**src/rtl/ccr_pkg.sv**
```systemverilog
// Constants shared by the configuration control block and its helpers.
// Assumes a 32-bit APB register bus and a single 100 MHz clock.
package ccr_pkg;
    // Register byte offsets
    localparam logic [7:0] CCR_OFF_CONFIG = 8'h00;
    localparam logic [7:0] CCR_OFF_IDENT = 8'h04;
    localparam logic [7:0] CCR_OFF_UNLOCK = 8'h08;
    localparam logic [7:0] CCR_OFF_RESET_STATUS = 8'h0c;
    localparam logic [7:0] CCR_OFF_IRQ_STATUS = 8'h10;
    localparam logic [7:0] CCR_OFF_IRQ_ENABLE = 8'h14;
    localparam logic [7:0] CCR_OFF_IRQ_CLEAR = 8'h18;
    localparam logic [7:0] CCR_OFF_HOLD_STATUS = 8'h1c;
    // Config control field positions
    localparam int CCR_BIT_PIN_LOCK = 13;
    localparam int CCR_BIT_MOD_LOCK = 12;
    localparam int CCR_BIT_DBG_EN = 3;
    localparam int CCR_BIT_TDO_SEL = 0;
    localparam logic [31:0] CCR_CONFIG_ONES = 32'h0000_0006;
    // Reset values
    localparam logic CCR_RST_PIN_LOCK = 1'b0;
    localparam logic CCR_RST_MOD_LOCK = 1'b0;
    localparam logic CCR_RST_DBG_EN = 1'b1;
    localparam logic CCR_RST_TDO_SEL = 1'b1;
    // Identification fields
    localparam int CCR_REV_LSB = 28;
    localparam logic [3:0] CCR_REVISION = 4'h1;  // Arbitrary value
    localparam logic [27:0] CCR_PART_ID = 28'h0a5_c3e1;  // Arbitrary value
    // Unlock keys, written in order to the unlock register
    localparam logic [31:0] CCR_KEY1 = 32'haa99_6655;
    localparam logic [31:0] CCR_KEY2 = 32'h5566_99aa;
    // Reset status and interrupt bit positions
    localparam int CCR_BIT_BROWNOUT = 1;
    localparam int CCR_EV_BROWNOUT = 0;
    localparam int CCR_EV_HOLD_DONE = 1;
    localparam int CCR_EV_REJECT = 2;
    localparam int CCR_EV_W = 3;
    // Start-up hold: time in ns and cycles at 100 MHz
    localparam int CCR_CLK_PERIOD_NS = 10;
    localparam int CCR_HOLD_NS = 1000;
    localparam int CCR_HOLD_CYCLES = (CCR_HOLD_NS + CCR_CLK_PERIOD_NS - 1) / CCR_CLK_PERIOD_NS;
    localparam int CCR_HOLD_W = 16;
    typedef enum logic [1:0] {CCR_UL_IDLE, CCR_UL_KEY1, CCR_UL_OPEN} ccr_unlock_t;
endpackage

```
**src/rtl/ccr_top.sv**
```systemverilog
// Configuration control and identification registers on APB.
// Assumes one 100 MHz clock, async active-low reset, inputs synchronous.
// How it works
// - Pin-remap lock blocks remap writes
// - Module-disable lock blocks disable writes
// - Lock bits change only after unlock
// - Debug port enable, resets to one
// - Two-wire TDO select, resets to one
// - Unimplemented bits read zero
// - Bits two and one read one
// - Identification register: revision and part id
// - Hold execution after any power-down
// - Low supply: brown-out reset and flag
//
// The APB slave port and the address map were left to the implementer.
`timescale 1ns/1ps
`default_nettype none
module ccr_top
    import ccr_pkg::*;
#(
    parameter logic [CCR_HOLD_W-1:0] HOLD_CYCLES = CCR_HOLD_W'(CCR_HOLD_CYCLES)
) (
    // Clock and reset
    input wire logic pclk,
    input wire logic presetn,
    // APB slave
    input wire logic psel,
    input wire logic penable,
    input wire logic pwrite,
    input wire logic [7:0] paddr,
    input wire logic [31:0] pwdata,
    output logic [31:0] prdata,
    output logic pready,
    output logic pslverr,
    // Peripheral write requests guarded by the locks
    input wire logic pin_remap_wr_req,
    input wire logic module_disable_wr_req,
    output logic pin_remap_wr_en,
    output logic module_disable_wr_en,
    // Configuration outputs
    output logic debug_port_enable,
    output logic two_wire_output_select,
    // Power and regulator
    input wire logic power_down,
    input wire logic supply_low,
    output logic exec_hold,
    output logic brownout_reset,
    // Interrupt
    output logic irq
);
    logic pin_lock, mod_lock, dbg_en, tdo_sel;
    logic next_pin_lock, next_mod_lock, next_dbg_en, next_tdo_sel;
    logic brownout_flag, next_brownout_flag;
    logic [CCR_EV_W-1:0] irq_status, next_irq_status, irq_enable, next_irq_enable;
    logic [31:0] next_prdata;
    logic next_pslverr, next_pready;
    logic supply_low_q, holding, hold_done, unlocked;
    logic acc, wr, rd, cfg_wr, key_wr, lock_change, reject;
    logic [CCR_EV_W-1:0] events;

    // Config register image; fixed ones and zeros fill the unused bits
    function automatic logic [31:0] config_image(input logic pl, input logic ml,
                                                 input logic de, input logic ts);
        logic [31:0] v;
        v = CCR_CONFIG_ONES;
        v[CCR_BIT_PIN_LOCK] = pl;
        v[CCR_BIT_MOD_LOCK] = ml;
        v[CCR_BIT_DBG_EN] = de;
        v[CCR_BIT_TDO_SEL] = ts;
        return v;
    endfunction

    // APB access decode: every access completes in its second access cycle, after one wait state
    assign acc = psel && penable && !pready;
    assign wr = acc && pwrite;
    assign rd = acc && !pwrite;
    assign cfg_wr = wr && paddr == CCR_OFF_CONFIG;
    assign key_wr = wr && paddr == CCR_OFF_UNLOCK;
    assign lock_change = (pwdata[CCR_BIT_PIN_LOCK] != pin_lock) ||
                         (pwdata[CCR_BIT_MOD_LOCK] != mod_lock);

    ccr_unlock u_unlock (
        .pclk(pclk),
        .presetn(presetn),
        .key_wr(key_wr),
        .key_data(pwdata),
        .consume(cfg_wr),
        .unlocked(unlocked)
    );

    ccr_hold #(.HOLD_CYCLES(HOLD_CYCLES)) u_hold (
        .pclk(pclk),
        .presetn(presetn),
        .power_down(power_down),
        .holding(holding),
        .done_pulse(hold_done)
    );

    // Config bits: lock bits only move with an open unlock
    always_comb begin
        next_pin_lock = pin_lock;
        next_mod_lock = mod_lock;
        next_dbg_en = dbg_en;
        next_tdo_sel = tdo_sel;
        reject = 1'b0;
        if (cfg_wr) begin
            next_dbg_en = pwdata[CCR_BIT_DBG_EN];
            next_tdo_sel = pwdata[CCR_BIT_TDO_SEL];
            if (unlocked) begin
                next_pin_lock = pwdata[CCR_BIT_PIN_LOCK];
                next_mod_lock = pwdata[CCR_BIT_MOD_LOCK];
            end else begin
                reject = lock_change;
            end
        end
        // Other bits of pwdata are simply dropped
    end

    always_ff @(posedge pclk or negedge presetn) begin
        if (!presetn) begin
            pin_lock <= CCR_RST_PIN_LOCK;
            mod_lock <= CCR_RST_MOD_LOCK;
            dbg_en <= CCR_RST_DBG_EN;
            tdo_sel <= CCR_RST_TDO_SEL;
        end else begin
            pin_lock <= next_pin_lock;
            mod_lock <= next_mod_lock;
            dbg_en <= next_dbg_en;
            tdo_sel <= next_tdo_sel;
        end
    end

    // Brown-out flag, sticky; set wins over a write-one clear
    assign events = {reject, hold_done, supply_low_q && !brownout_reset};
    always_comb begin
        next_brownout_flag = brownout_flag;
        if (wr && paddr == CCR_OFF_RESET_STATUS && pwdata[CCR_BIT_BROWNOUT])
            next_brownout_flag = 1'b0;
        if (supply_low_q) next_brownout_flag = 1'b1;
        next_irq_status = irq_status;
        if (wr && paddr == CCR_OFF_IRQ_CLEAR) next_irq_status = irq_status & ~pwdata[CCR_EV_W-1:0];
        next_irq_status = next_irq_status | events;
        next_irq_enable = irq_enable;
        if (wr && paddr == CCR_OFF_IRQ_ENABLE) next_irq_enable = pwdata[CCR_EV_W-1:0];
    end

    always_ff @(posedge pclk or negedge presetn) begin
        if (!presetn) begin
            brownout_flag <= 1'b0;
            irq_status <= '0;
            irq_enable <= '0;
            supply_low_q <= 1'b0;
        end else begin
            brownout_flag <= next_brownout_flag;
            irq_status <= next_irq_status;
            irq_enable <= next_irq_enable;
            supply_low_q <= supply_low;
        end
    end

    // Read mux and completion; unmapped addresses answer with pslverr
    always_comb begin
        next_prdata = '0;
        next_pslverr = 1'b0;
        next_pready = acc;
        if (acc) begin
            case (paddr)
                CCR_OFF_CONFIG: next_prdata = config_image(pin_lock, mod_lock, dbg_en, tdo_sel);
                CCR_OFF_IDENT: next_prdata = {CCR_REVISION, CCR_PART_ID};
                CCR_OFF_UNLOCK: next_prdata = '0;
                CCR_OFF_RESET_STATUS: next_prdata[CCR_BIT_BROWNOUT] = brownout_flag;
                CCR_OFF_IRQ_STATUS: next_prdata[CCR_EV_W-1:0] = irq_status;
                CCR_OFF_IRQ_ENABLE: next_prdata[CCR_EV_W-1:0] = irq_enable;
                CCR_OFF_IRQ_CLEAR: next_prdata = '0;
                CCR_OFF_HOLD_STATUS: next_prdata[0] = holding;
                default: next_pslverr = 1'b1;
            endcase
            if (!rd) next_prdata = '0;
            if (wr && (paddr == CCR_OFF_IDENT || paddr == CCR_OFF_IRQ_STATUS
                       || paddr == CCR_OFF_HOLD_STATUS)) next_pslverr = 1'b1;
        end
    end

    // Output registers
    always_ff @(posedge pclk or negedge presetn) begin
        if (!presetn) begin
            prdata <= '0;
            pready <= 1'b0;
            pslverr <= 1'b0;
            pin_remap_wr_en <= 1'b0;
            module_disable_wr_en <= 1'b0;
            debug_port_enable <= CCR_RST_DBG_EN;
            two_wire_output_select <= CCR_RST_TDO_SEL;
            exec_hold <= 1'b1;
            brownout_reset <= 1'b0;
            irq <= 1'b0;
        end else begin
            prdata <= next_prdata;
            pready <= next_pready;
            pslverr <= next_pslverr;
            pin_remap_wr_en <= pin_remap_wr_req && !pin_lock;
            module_disable_wr_en <= module_disable_wr_req && !mod_lock;
            debug_port_enable <= dbg_en;
            two_wire_output_select <= tdo_sel;
            exec_hold <= holding;
            brownout_reset <= supply_low_q;
            irq <= |(next_irq_status & next_irq_enable);
        end
    end

    // Checks
    // Remap writes are held back while the pin-remap lock is set
    a_pin_lock_gate: assert property (@(posedge pclk) disable iff (!presetn)
        pin_lock && pin_remap_wr_req |=> !pin_remap_wr_en)
        else $error("remap write passed lock");

    // Remap writes pass one cycle later while the lock is clear
    a_pin_lock_open: assert property (@(posedge pclk) disable iff (!presetn)
        !pin_lock && pin_remap_wr_req |=> pin_remap_wr_en)
        else $error("remap write dropped");

    // Module-disable writes are held back while locked
    a_mod_lock_gate: assert property (@(posedge pclk) disable iff (!presetn)
        mod_lock && module_disable_wr_req |=> !module_disable_wr_en)
        else $error("disable write passed");

    // Module-disable writes pass while unlocked
    a_mod_lock_open: assert property (@(posedge pclk) disable iff (!presetn)
        !mod_lock && module_disable_wr_req |=> module_disable_wr_en)
        else $error("disable write dropped");

    // A config write without an open unlock leaves both locks alone
    a_lock_needs_unlock: assert property (@(posedge pclk) disable iff (!presetn)
        cfg_wr && !unlocked |=> $stable(pin_lock) && $stable(mod_lock))
        else $error("lock moved without unlock");

    // With the unlock open the locks take the written bits
    a_lock_with_unlock: assert property (@(posedge pclk) disable iff (!presetn)
        cfg_wr && unlocked |=> pin_lock == $past(pwdata[CCR_BIT_PIN_LOCK])
            && mod_lock == $past(pwdata[CCR_BIT_MOD_LOCK]))
        else $error("lock ignored unlock");

    // Every config write spends the unlock, so the next one needs new keys
    a_unlock_spent: assert property (@(posedge pclk) disable iff (!presetn)
        cfg_wr |=> !unlocked)
        else $error("unlock not spent");

    // Debug enable output follows the written bit two edges on
    a_dbg_follows: assert property (@(posedge pclk) disable iff (!presetn)
        cfg_wr |=> ##1 debug_port_enable == $past(pwdata[CCR_BIT_DBG_EN], 2))
        else $error("debug enable wrong");

    // Two-wire output select follows the written bit two edges on
    a_tdo_follows: assert property (@(posedge pclk) disable iff (!presetn)
        cfg_wr |=> ##1 two_wire_output_select == $past(pwdata[CCR_BIT_TDO_SEL], 2))
        else $error("tdo select wrong");

    // Unimplemented config bits read as zero
    a_cfg_read_zero: assert property (@(posedge pclk) disable iff (!presetn)
        rd && paddr == CCR_OFF_CONFIG |=> (prdata & 32'hffff_cff0) == 32'h0000_0000)
        else $error("zero bits wrong");

    // Bits two and one of the config word read as one
    a_cfg_read_ones: assert property (@(posedge pclk) disable iff (!presetn)
        rd && paddr == CCR_OFF_CONFIG |=> prdata[2:1] == 2'b11)
        else $error("one bits wrong");

    // Revision field of the identification word
    a_ident_read: assert property (@(posedge pclk) disable iff (!presetn)
        rd && paddr == CCR_OFF_IDENT |=> prdata[31:CCR_REV_LSB] == CCR_REVISION)
        else $error("revision wrong");

    // Part identifier field of the identification word
    a_part_id_read: assert property (@(posedge pclk) disable iff (!presetn)
        rd && paddr == CCR_OFF_IDENT |=> prdata[CCR_REV_LSB-1:0] == CCR_PART_ID)
        else $error("part id wrong");

    // Writes to the identification word are refused
    a_ident_no_write: assert property (@(posedge pclk) disable iff (!presetn)
        wr && paddr == CCR_OFF_IDENT |=> pslverr)
        else $error("ident write accepted");

    // Execution stays held while powered down
    a_hold_in_pd: assert property (@(posedge pclk) disable iff (!presetn)
        power_down |=> exec_hold)
        else $error("no hold in power-down");

    // Execution is still held just after power-down ends
    a_hold_after_pd: assert property (@(posedge pclk) disable iff (!presetn)
        $fell(power_down) |=> exec_hold)
        else $error("no hold after power-down");

    // Low supply raises the reset pulse and the flag two edges on
    a_brownout_flag: assert property (@(posedge pclk) disable iff (!presetn)
        supply_low |=> ##1 brownout_flag && brownout_reset)
        else $error("brown-out not flagged");

    // The flag only drops on a write of one to its bit
    a_flag_sticky: assert property (@(posedge pclk) disable iff (!presetn)
        brownout_flag && !(wr && paddr == CCR_OFF_RESET_STATUS && pwdata[CCR_BIT_BROWNOUT])
            |=> brownout_flag)
        else $error("brown-out flag lost");

    // A config write stores only its implemented fields
    a_reserved_ignored: assert property (@(posedge pclk) disable iff (!presetn)
        cfg_wr |=> $stable(irq_enable) && dbg_en == $past(pwdata[CCR_BIT_DBG_EN])
            && tdo_sel == $past(pwdata[CCR_BIT_TDO_SEL]))
        else $error("reserved bits stored");
endmodule // ccr_top
`default_nettype wire

```
**src/rtl/ccr_unlock.sv**
```systemverilog
// Two-key unlock sequencer; opens a single write to the lock bits.
// Assumes key writes and the consuming write are presented as one-cycle pulses.
`timescale 1ns/1ps
`default_nettype none
module ccr_unlock
    import ccr_pkg::*;
(
    // Clock and reset
    input wire logic pclk,
    input wire logic presetn,
    // Key writes and consumption
    input wire logic key_wr,
    input wire logic [31:0] key_data,
    input wire logic consume,
    // State
    output logic unlocked
);
    ccr_unlock_t state, next_state;

    // Any wrong key drops back to idle; a config write spends the unlock
    always_comb begin
        next_state = state;
        case (state)
            CCR_UL_IDLE: if (key_wr && key_data == CCR_KEY1) next_state = CCR_UL_KEY1;
            CCR_UL_KEY1: if (key_wr) begin
                next_state = (key_data == CCR_KEY2) ? CCR_UL_OPEN : CCR_UL_IDLE;
            end
            CCR_UL_OPEN: begin
                if (consume) next_state = CCR_UL_IDLE;
                else if (key_wr) next_state = CCR_UL_IDLE;
            end
            default: next_state = CCR_UL_IDLE;
        endcase
    end

    // State register
    always_ff @(posedge pclk or negedge presetn) begin
        if (!presetn) state <= CCR_UL_IDLE;
        else state <= next_state;
    end

    assign unlocked = (state == CCR_UL_OPEN);
endmodule // ccr_unlock
`default_nettype wire

```
**src/rtl/ccr_hold.sv**
```systemverilog
// Start-up hold-off timer: holds execution after any power-down release.
// Assumes power_down is a level synchronous to pclk.
`timescale 1ns/1ps
`default_nettype none
module ccr_hold
    import ccr_pkg::*;
#(
    parameter logic [CCR_HOLD_W-1:0] HOLD_CYCLES = CCR_HOLD_W'(CCR_HOLD_CYCLES)
) (
    // Clock and reset
    input wire logic pclk,
    input wire logic presetn,
    // Power state
    input wire logic power_down,
    // Status
    output logic holding,
    output logic done_pulse
);
    logic [CCR_HOLD_W-1:0] count, next_count;

    // Reload while powered down, count down after; starts full out of reset
    always_comb begin
        next_count = count;
        if (power_down) next_count = HOLD_CYCLES;
        else if (count != '0) next_count = count - 1'b1;
    end

    always_ff @(posedge pclk or negedge presetn) begin
        if (!presetn) count <= HOLD_CYCLES;
        else count <= next_count;
    end

    assign holding = (count != '0) || power_down;
    assign done_pulse = (count == 1) && !power_down;
endmodule // ccr_hold
`default_nettype wire

```
**config.mk**
```make
export PLATFORM = sky130hd
export DESIGN_NAME = ccr_top
export DESIGN_NICKNAME = d
export VERILOG_FILES = /design/src/rtl/ccr_pkg.sv /design/src/rtl/ccr_top.sv /design/src/rtl/ccr_unlock.sv /design/src/rtl/ccr_hold.sv
export SDC_FILE = /design/constraint.sdc
export NUM_CORES = 1
export LEC_CHECK = 0
export ABC_AREA = 1
export ABC_CLOCK_PERIOD_IN_PS = 1520
export BUFFER_PORTS_ARGS = -buffer_cell sky130_fd_sc_hd__clkbuf_2
export CORE_MARGIN = 2
export CORE_UTILIZATION = 51
export DETAILED_ROUTE_END_ITERATION = 8
export PLACE_DENSITY = 0.8
export SLEW_MARGIN = 10
export SYNTH_ARGS = -nofsm -noshare
export SYNTH_HDL_FRONTEND = slang
export SYNTH_SLANG_ARGS = --single-unit
```
**constraint.sdc**
```tcl
create_clock -name pclk -period 1.52 [get_ports pclk]
set_input_delay 0.304 -clock pclk [delete_from_list [all_inputs] [get_ports pclk]]
set_output_delay 0.304 -clock pclk [all_outputs]
set_load 0.1 [all_outputs]
```
Word level (Yosys, flattened, before mapping):

Cells that the tools add are included.

* add/subtract/negate cells: 1
* eq/ne operators: 17
* mux-type cells: 23
* bitwise gates (word level): 4
* reduce and logical (&&, ||, !) cells: 35

Operator list (count)
* $mux W32: 2
* $pmux W26 S2: 1
* $eq A32 B31 Y1 const B: 1
* $eq A32 B32 Y1 const B: 1
* $eq A8 B5 Y1 const B: 4
* $mux W16: 2
* $eq A16 B1 Y1 const B: 1
* $eq A8 B4 Y1 const B: 2
* $logic_and A1 B1 Y1: 16
* $reduce_bool A16 Y1: 1
* $sub A16 B1 Y16 const B: 1
* $mux W2: 5
* $eq A8 B3 Y1 const B: 1
* $logic_not A8 Y1: 1
* $reduce_or A8 Y1: 1
* $mux W1: 7
* $and A3 B3 Y3: 2
* $logic_not A1 Y1: 6
* $mux W3: 2
* $pmux W2 S3: 1
* $pmux W1 S5: 1
* $logic_or A1 B1 Y1: 4
* $ne A2 B1 Y1 const B: 2
* $pmux W1 S4: 1
* other kinds (12): 14

* register bits after elaboration: 71
* output and inout port bits: 41

Depth between registers and ports, before layout:

Gate-level depths: netlist (run 1).

* depth in word-level cells: 8
* mapped depth: 9
* depth with buffers taken out: 9

Modules after synthesis:

A second synthesis (run 1) with hierarchy kept.

* cell total of the unflattened synthesis: 435
* area, all modules: 3079.2 µm²

Modules (own cells, without submodules)
* ccr_top: instances 1, cells each 190, area an instance 1575.3 µm², seq. area each 706.9 µm²
* ccr_hold: instances 1, cells each 148, area an instance 1079.8 µm², seq. area each 404.1 µm²
* ccr_unlock: instances 1, cells each 97, area an instance 424.2 µm², seq. area each 50.0 µm²

Worst setup path before layout (run 1):

Ideal clock, no wire load.

* path type: flip-flop to output port
* start: reg, netlist name prdata[23]
* end: out prdata[14]
* arrival: 1.490 ns
* required time: 1.216 ns
* setup slack: -0.274 ns
* stages on the path, launching flop included: 2
* path buffers: 1
* cell sequence: dfrtp_1 -> buf_4

RTL lines
* end: declaration: RTL line ccr_top.sv:32 `output logic [31:0] prdata,`

==> reports/qor.txt, run 1 <==
outcome: completed
Die H: 78.71 µm
Max Used Layer: met4
post-synthesis sequential area ratio: 0.4079
CTS Buf Count: 5
largest net degree at the start of global routing: 18
htree depth: 2
grt ovf: 0
leakage: 0.001917 µW
fraction of registers with async set/reset: 1.000
Detail Route met3 WL: 456 µm
Final Cycle Share: 0.9741
CP Class: register to primary output
post-route ant nets: 0
drt total wl: 6289 µm
RR Startpoint: u_hold.count[1]
top post-synthesis cells by area: dfrtp_1 (33%), nand2_1 (12%), dfstp_2 (7.4%)
Top FF cell, synth: dfrtp_1
Setup-failing EPs final: 0
share of layout cells above drive strength 1: 0.3230
WHS: 0.1104 ns
via/cell ratio: 4.889
I/O Buffers: 75
crit end category: primary output
syn_area_per_cell: 7.652 µm²
Root Buffer: clkbuf_8
area leader, netlist: dfrtp_1
chip width: 78.71 µm
number of max-cap violations: 0
Post-synth EDFFs: 0
CTS tree: done
DRT Pass-1 Iters: 4
DRC viols: 0
Via Count: 2562
setup TNS: 0 ns
slowest CP cell: dfrtp_4
Power, Total: 2780 µW
Total Nets Final: 503
PD cells: 763.7 mW/mm²
mapped cell area: 0.002846 mm²
clock slew at reported path FFs: 0.08 ns
dpl hpwl: 4865 µm
crit-path cells: buf_4, buf_12
wire per inst: 12.00 µm
Relative slew margins: 0.6348
via count of the first global-routing pass: 2520
# IOs: 90
Max FO, Critical Path: 5
Synth warnings: 0
worst path arrival time: 1.18 ns
met2 WL: 3060 µm
initial core utilization: 0.5233
wire length on met1: 2640 µm
Sink Count: 46
row count: 27
instance count of the mapped netlist: 372
Unique masters post-synth: 34
FMAX: 675.4 MHz
FF+latch count, synth: 46
DR iter-0 viols: 146
VDD IR max: 0.4552 mV
Yosys top cell area share: 0.3341
commonest cells after routing, fill and taps aside: nand2_1 (88), clkbuf_2 (58), nor2_1 (52)
Worst-Margin Slew: 0.5501 ns
antenna violations before repair: 0
Fin Clk Skew: 0.01177 ns
Critical Path RT: 1.22 ns
slowest stage delay, CP: 0.54 ns
Crit. Startpoint: prdata[23]
HP Start: supply_low
Core ar.: 0.005439 mm²
type of the worst min-delay path: input port to register
most common cell after layout, fill and taps aside: nand2_1
Max Slew Vio Count: 0
gpl congestion: 0.8929
first-pass GRT wire length: 10810 µm
later-pin clock latency in the skew report: 0.31 ns
min cycle time layout: 1.481 ns
Startpoint Class: register
Die ar.: 0.006195 mm²
clock buffer depth: 2
number of hold violations in the final report: 0
ant diodes: 0
area grow syn2layout: 27.87%
Total GRT Usage: 0.2182
[final timing paths]
kind                                      to  slack [ns]  depth (start not counted)
max                               prdata[21]        0.04                          2
min                             supply_low_q        0.11                          1
max reg2reg                  u_hold.count[4]        0.10                          9
min reg2reg                debug_port_enable        0.38                          0
max in group asynchronous      irq_status[1]        0.49                          3
min in group asynchronous          prdata[3]        0.47                          2
[report_power, final]
group	leakage (µW)	switching (µW)	internal, µW
combinational	0.00127	424	140
sequential	0.000586	35.6	1260
clock	0.0000579	432	485
[registers in the layout, indices dropped and copies added (netlist names), 2 cells and up]
signal and count:
u_hold.count 16, irq_status 3, irq_enable 3, prdata 7, u_unlock.state 2
[per-layer routing]
| layer | vias up | GRT usage |
|---|---|---|
| met5 | - | 0 |
| met4 | 0 | 0.09649 |
| met3 | 11 | 0.03295 |
| met2 | 109 | 0.3838 |
| met1 | 1156 | 0.2646 |
| li1 | 1286 | - |
[cells by family after synthesis]
logic type,share of synthesized area
AO/OA/AOI/OAI,0.03121
XOR/XNOR,0.03077
adder cells (fa/ha/maj),0.01319
buffers and inverters,0.1270
flip-flops,0.4079
other,0.001317
AND/OR/NAND/NOR,0.3886
[Yosys cell counts (6+ instances only)]
master	number
nor2_1	53
nor2_4	6
nor3_1	19
buf_4	25
inv_1	39
dfstp_2	8
xor2_1	8
nor2_2	7
nand3_1	27
nand2_1	88
nand2_2	11
dfrtp_1	38
[metrics by stage]
step	area, µm²	setup WS, ns	cells	util
finish	3640	0.03939	524	0.6692
CTS	3561	0.02325	518	0.6547
global placement	3440	0.1512	509	0.6324
detailed placement	3440	0.1131	509	0.6324
global route	3640	-0.004614	524	0.6692
floorplan	2898	0.0004605	385	-
[critical path, delay by kind of cell (launching register included)]
family	cells	cell delay (ns)
flip-flops	1	0.54
buffers and inverters	2	0.34
[area by class of cell]
cell class	instances	area, µm²
Clock buffer	5	68.82
Clock inverter	3	40.04
Fill cell	454	1799
Inverter	42	165.2
Multi-Input combinational cell	271	1389
Sequential cell	46	1166
Tap cell	72	90.09
Timing Repair Buffer	85	720.7
[timing repair]
item	CTS	global route
gates cloned	0	1
gates resized for setup	1	4
hold buffers	1	0
hold endpoints to repair	10	0
buffers inserted	0	5
pin swaps	0	2
endpoints found under the setup margin	12	18
No activity file was read; power rests on OpenSTA's default activity.
==> inputs of run 2 (changes only) <==
--- a/config.mk
+++ b/config.mk
@@ -12,6 +12,7 @@
 export CORE_UTILIZATION = 51
 export DETAILED_ROUTE_END_ITERATION = 8
 export PLACE_DENSITY = 0.8
+export RECOVER_POWER = 50
 export SLEW_MARGIN = 10
 export SYNTH_ARGS = -nofsm -noshare
 export SYNTH_HDL_FRONTEND = slang
==> run 2 against run 1 <==
Against the previous run: hold slack is essentially flat; worst setup slack is essentially flat; register-to-register slack is essentially flat; final cell count is the same; global-route usage is the same; final area shrank 0.76%; first-iteration DRC count grew 2.7%; utilization shrank 0.51 points; power shrank 0.29%; clock-buffer cell count is the same; largest power group unchanged.
==> reports/qor.txt, run 2 (synthesis results as in run 1) <==
Final Cycle Share: 0.9738 (was 0.9741)
via/cell ratio: 4.889 (unchanged)
Sw Ratio: 0.3209 (was 0.3207)
most common cell after layout, fill and taps aside: nand2_1 (unchanged)
Total Nets Final: 503 (unchanged)
I/O Buffers: 75 (unchanged)
largest net degree at the start of global routing: 18 (unchanged)
chip width: 78.71 µm (unchanged)
Via Count: 2562 (unchanged)
fill count: 460 (was 454)
later-pin clock latency in the skew report: 0.31 ns (about the same)
Post-Layout Inst Area: 0.003612 mm² (was 0.003640 mm²)
worst path arrival time: 1.18 ns (about the same)
DRT Pass-1 Iters: 4 (unchanged)
dpl hpwl: 4865 µm (unchanged)
share of layout cells above drive strength 1: 0.3142 (was 0.3230)
Max Slew Vio Count: 0 (unchanged)
DR iter-0 viols: 150 (was 146)
Startpoint Class: register (unchanged)
outcome: completed (unchanged)
Sink Count: 46 (unchanged)
Die ar.: 0.006195 mm² (unchanged)
ant diodes: 0 (unchanged)
Core Util, Final: 0.6641 (was 0.6692)
Total GRT Usage: 0.2182 (unchanged)
combinational fraction of design power: 0.201 (was 0.203)
clock slew at reported path FFs: 0.08 ns (about the same)
first-pass GRT wire length: 10810 µm (unchanged)
sequential share of power: 0.469 (was 0.467)
Fin Clk Skew: 0.01182 ns (was 0.01177 ns)
Max FO, Critical Path: 5 (unchanged)
Placed Cells incl. Taps: 509 (unchanged)
PD cells: 767.2 mW/mm² (was 763.7 mW/mm²)
Internal Power: 1882 µW (was 1888 µW)
Largest Register: u_hold.count (unchanged)
DRC viols: 0 (unchanged)
antenna violations before repair: 0 (unchanged)
Sw Pwr: 889.3 µW (was 891.5 µW)
Relative slew margins: 0.6181 (was 0.6348)
htree depth: 2 (unchanged)
max reg flops: 16 (unchanged)
Regs by FF count: u_hold.count (16), prdata (7) (unchanged)
commonest cells after routing, fill and taps aside: nand2_1 (88), clkbuf_2 (60), nor2_1 (54) (was nand2_1 (88), clkbuf_2 (58), nor2_1 (52))
type of the worst min-delay path: input port to register (unchanged)
# IOs: 90 (unchanged)
Critical Path RT: 1.22 ns (about the same)
drt total wl: 6281 µm (was 6289 µm)
Core ar.: 0.005439 mm² (unchanged)
CTS tree: done (unchanged)
number of hold violations in the final report: 0 (unchanged)
CP Class: register to primary output (unchanged)
Setup-failing EPs final: 0 (unchanged)
Final Non-Filler Cells: 524 (unchanged)
Worst-Margin Slew: 0.5708 ns (was 0.5501 ns)
min cycle time layout: 1.480 ns (was 1.481 ns)
VDD IR max: 0.4552 mV (about the same)
number of max-cap violations: 0 (unchanged)
area grow syn2layout: 26.90% (was 27.87%)
Die H: 78.71 µm (unchanged)
gpl congestion: 0.8929 (unchanged)
Root Buffer: clkbuf_8 (unchanged)
initial core utilization: 0.5233 (unchanged)
final setup margin: 0.03983 ns (was 0.03939 ns)
via count of the first global-routing pass: 2520 (unchanged)
post-route ant nets: 0 (unchanged)
leakage: 0.001912 µW (was 0.001917 µW)
DP Area: 0.003440 mm² (unchanged)
CTS Buf Count: 5 (unchanged)
WHS: 0.1107 ns (was 0.1104 ns)
wire per inst: 11.99 µm (was 12.00 µm)
clock buffer depth: 2 (unchanged)
clock share of power: 0.330 (about the same)
crit end category: primary output (unchanged)
FMAX: 675.6 MHz (was 675.4 MHz)
Post-Place Setup Slack: 0.1131 ns (unchanged)
row count: 27 (unchanged)
grt ovf: 0 (unchanged)
-- run 2: cell count changes in the layout (fill, tap and decap cells not counted), sizes merged --
cell    before  now
buf         26   24
clkbuf      63   65
-- run 2: what timing repair did --
item | 4_1_cts | 5_1_grt
resized for setup | 1 | 4
buffers inserted | 0 | 5
endpoints found under the hold margin | 10 | 0
cloned | 0 | 1
hold buffers | 1 | 0
setup endpoints to repair | 12 | 18
pin swaps | 0 | 2
-- run 2: power by group through the flow --
stage | sequential, µW | combinational, µW | clock [µW]
after floorplan | 1370 | 344 | 0
after global placement | 1320 | 529 | 0
after detailed placement | 1320 | 542 | 0
after CTS | 1300 | 552 | 915
after global routing | 1300 | 602 | 957
final | 1300 | 557 | 916
-- run 2: final cells by class --
class	instances	area [µm²]	share of cell area
Clock buffer	5	68.82	0.01905
Timing Repair Buffer	85	703.2	0.1947
Clock inverter	3	40.04	0.01108
Inverter	42	165.2	0.04572
Multi-Input combinational cell	271	1379	0.3817
Tap cell	72	90.09	0.02494
Sequential cell	46	1166	0.3228
-- run 2: path summary, 6_finish.rpt --
check / to / cells after the start / from / slack, ns
max reg2reg: u_hold.count[4] / 9 / u_hold.count[1] / 0.10
max in group asynchronous: u_hold.count[5] / 3 / presetn / 0.28
min: supply_low_q / 1 / supply_low / 0.11
min reg2reg: debug_port_enable / 0 / dbg_en / 0.39
max: prdata[21] / 2 / prdata[23] / 0.04
min in group asynchronous: prdata[3] / 2 / presetn / 0.45
-- run 2: metrics by stage --
| step | total power, µW | TNS (ns) |
|---|---|---|
| 2_1_floorplan | 1717 | 0 |
| 3_3_place_gp | 1845 | 0 |
| 3_5_place_dp | 1861 | 0 |
| 4_1_cts | 2764 | 0 |
| 5_1_grt | 2860 | -0.004614 |
| 6_report | 2771 | 0 |
-- run 2: per-layer routing --
metal  wire (µm)  global-route usage  part of all wire  vias up
met5           0                   0                 0        -
met1        2673              0.2646              0.43     1158
met2        3042              0.3838              0.48      108
li1            -                   -                 -     1285
met4         131             0.09649             0.021        0
met3         433             0.03295             0.069       11
-- run 2: critical path, stage by stage, from the launching register on --
cell and delay (ns):
dfrtp_4 0.54, buf_4 0.18, buf_12 0.16
==> inputs of run 3 (changes only) <==
--- a/config.mk
+++ b/config.mk
@@ -8,7 +8,6 @@
 export ABC_AREA = 1
 export ABC_CLOCK_PERIOD_IN_PS = 1520
 export BUFFER_PORTS_ARGS = -buffer_cell sky130_fd_sc_hd__clkbuf_2
-export CORE_MARGIN = 2
 export CORE_UTILIZATION = 51
 export DETAILED_ROUTE_END_ITERATION = 8
 export PLACE_DENSITY = 0.8
==> run 3 against run 2 <==
Against the previous run: sequential share of layout area up 0.60 points; die area down 5.0%; first-iteration DRC count down 19%.
==> reports/qor.txt, run 3 (synthesis results as in run 1) <==
Regs by FF count: u_hold.count (16), prdata (7) (unchanged)
Core ar.: 0.005238 mm² (was 0.005439 mm²)
commonest cells after routing, fill and taps aside: nand2_1 (89), clkbuf_2 (58), nor2_1 (54) (was nand2_1 (88), clkbuf_2 (60), nor2_1 (54))
I/O Buffers: 75 (unchanged)
gpl congestion: 0.9100 (was 0.8929)
slowest CP cell: dfrtp_4 (unchanged)
outcome: completed (unchanged)
delay-heaviest family, CP: flip-flops (unchanged)
GR peak layer: met2 (unchanged)
crit end category: primary output (unchanged)
CTS tree: done (unchanged)
WHS Endpoint: supply_low_q (unchanged)
CP Class: register to primary output (unchanged)
Die ar.: 0.005884 mm² (was 0.006195 mm²)
Final Non-Filler Cells: 518 (was 524)
fill count: 444 (was 460)
wire per inst: 12.22 µm (was 11.99 µm)
FMAX: 678.4 MHz (was 675.6 MHz)
PD cells: 739.3 mW/mm² (was 767.2 mW/mm²)
dpl hpwl: 4913 µm (was 4865 µm)
setup TNS: 0 ns (unchanged)
max reg flops: 16 (unchanged)
Sequential Area: 0.001166 mm² (unchanged)
drt total wl: 6331 µm (was 6281 µm)
most common cell after layout, fill and taps aside: nand2_1 (unchanged)
Startpoint Class: register (unchanged)
largest net degree at the start of global routing: 33 (was 18)
row count: 26 (was 27)
Sink Count: 46 (unchanged)
later-pin clock latency in the skew report: 0.31 ns (about the same)
initial core utilization: 0.5435 (was 0.5233)
GRT met2 Usage: 0.4036 (was 0.3838)
HP Start: supply_low (unchanged)
Max FO, Critical Path: 12 (was 5)
met1 Resource Use GR: 0.2748 (was 0.2646)
multi-input combinational cell area: 0.001383 mm² (was 0.001379 mm²)
Total Nets Final: 499 (was 503)
clock buffer depth: 2 (unchanged)
Max Slew Vio Count: 0 (unchanged)
VDD IR max: 0.4402 mV (was 0.4552 mV)
crit-path cells: buf_12 (was buf_4, buf_12)
min cycle time layout: 1.474 ns (was 1.480 ns)
Placed Cells incl. Taps: 506 (was 509)
leakage: 0.001877 µW (was 0.001912 µW)
Worst Reg-to-Reg Cells: 8 (was 9)
Die H: 76.71 µm (was 78.71 µm)
area grow syn2layout: 24.57% (was 26.90%)
Setup-failing EPs final: 0 (unchanged)
R2R setup slack: 0.08 ns (was 0.10 ns)
number of hold violations in the final report: 0 (unchanged)
CP Buf/Inv Count: 1 (was 2)
RR Startpoint: u_hold.count[0] (was u_hold.count[1])
CTS Buf Count: 5 (unchanged)
Total GRT Usage: 0.2311 (was 0.2182)
Critical Path RT: 1.22 ns (about the same)
hold path depth: 1 (unchanged)
# IOs: 90 (unchanged)
type of the worst min-delay path: input port to register (unchanged)
first-pass GRT wire length: 10840 µm (was 10810 µm)
grt ovf: 0 (unchanged)
Largest Register: u_hold.count (unchanged)
Final Cycle Share: 0.9697 (was 0.9738)
DRC viols: 0 (unchanged)
share of layout cells above drive strength 1: 0.3036 (was 0.3142)
via count of the first global-routing pass: 2561 (was 2520)
DR iter-0 viols: 121 (was 150)
antenna violations before repair: 0 (unchanged)
via/cell ratio: 5.064 (was 4.889)
clock slew at reported path FFs: 0.08 ns (about the same)
Post-Layout Inst Area: 0.003546 mm² (was 0.003612 mm²)
Fin Clk Skew: 0.01422 ns (was 0.01182 ns)
Worst-Margin Slew: 0.5471 ns (was 0.5708 ns)
chip width: 76.71 µm (was 78.71 µm)
htree depth: 2 (unchanged)
Relative slew margins: 0.6368 (was 0.6181)
slowest stage delay, CP: 0.65 ns (was 0.54 ns)
ant diodes: 0 (unchanged)
DP Area: 0.003430 mm² (was 0.003440 mm²)
Worst R2R End: u_hold.count[0] (was u_hold.count[4])
worst path arrival time: 1.17 ns (was 1.18 ns)
number of max-cap violations: 0 (unchanged)
met3 usage: 0.04286 (was 0.03295)
DRT Pass-1 Iters: 4 (unchanged)
post-route ant nets: 0 (unchanged)
Root Buffer: clkbuf_8 (unchanged)
Via Count: 2623 (was 2562)
## run 3: per-stage QoR
step	total power (µW)	setup WS (ns)	utilization	hold WS (ns)
floorplan	1717	0.0004605	-	0.008409
global placement	1844	0.1454	0.6548	0.2430
detailed placement	1859	0.07026	0.6548	0.2465
CTS	2625	0.03196	0.6746	0.09553
global route	2726	-0.0002114	0.6770	0.09662
finish	2621	0.04604	0.6770	0.09942
## run 3: cell type report
cell class / instances / share of cell area
inverter: 42 / 0.04658
clock buffer: 7 / 0.02435
sequential: 46 / 0.3289
clock inverter: 1 / 0.001411
tap: 70 / 0.02470
multi-input combinational: 271 / 0.3899
timing repair buffer: 81 / 0.1842
## run 3: power by group
group / total, µW / internal [µW] / switching [µW]
Clock: 778 / 367 / 411
Sequential: 1300 / 1260 / 34.4
Combinational: 546 / 131 / 416
## run 3: per-layer routing
| layer | up-vias | part of all wire |
|---|---|---|
| li1 | 1274 | - |
| met2 | 119 | 0.50 |
| met1 | 1214 | 0.42 |
| met5 | - | 0 |
| met3 | 16 | 0.061 |
| met4 | 0 | 0.022 |
## run 3: worst max path at each step
stage / from / end / cells after the start
floorplan: pready / irq / 8
detailed placement: u_hold.count[0] / u_hold.count[0] / 8
CTS: prdata[23] / prdata[7] / 1
global placement: paddr[7] / irq / 9
global route: u_hold.count[1] / u_hold.count[3] / 9
finish: prdata[23] / prdata[7] / 1
## run 3: repair_timing
item / CTS / global route
endpoints found under the setup margin: 12 / 12
hold buffers: 1 / 0
gates cloned: 0 / 1
buffers inserted: 0 / 2
gates resized for setup: 1 / 3
endpoints found under the hold margin: 11 / 0
pin swaps: 0 / 2
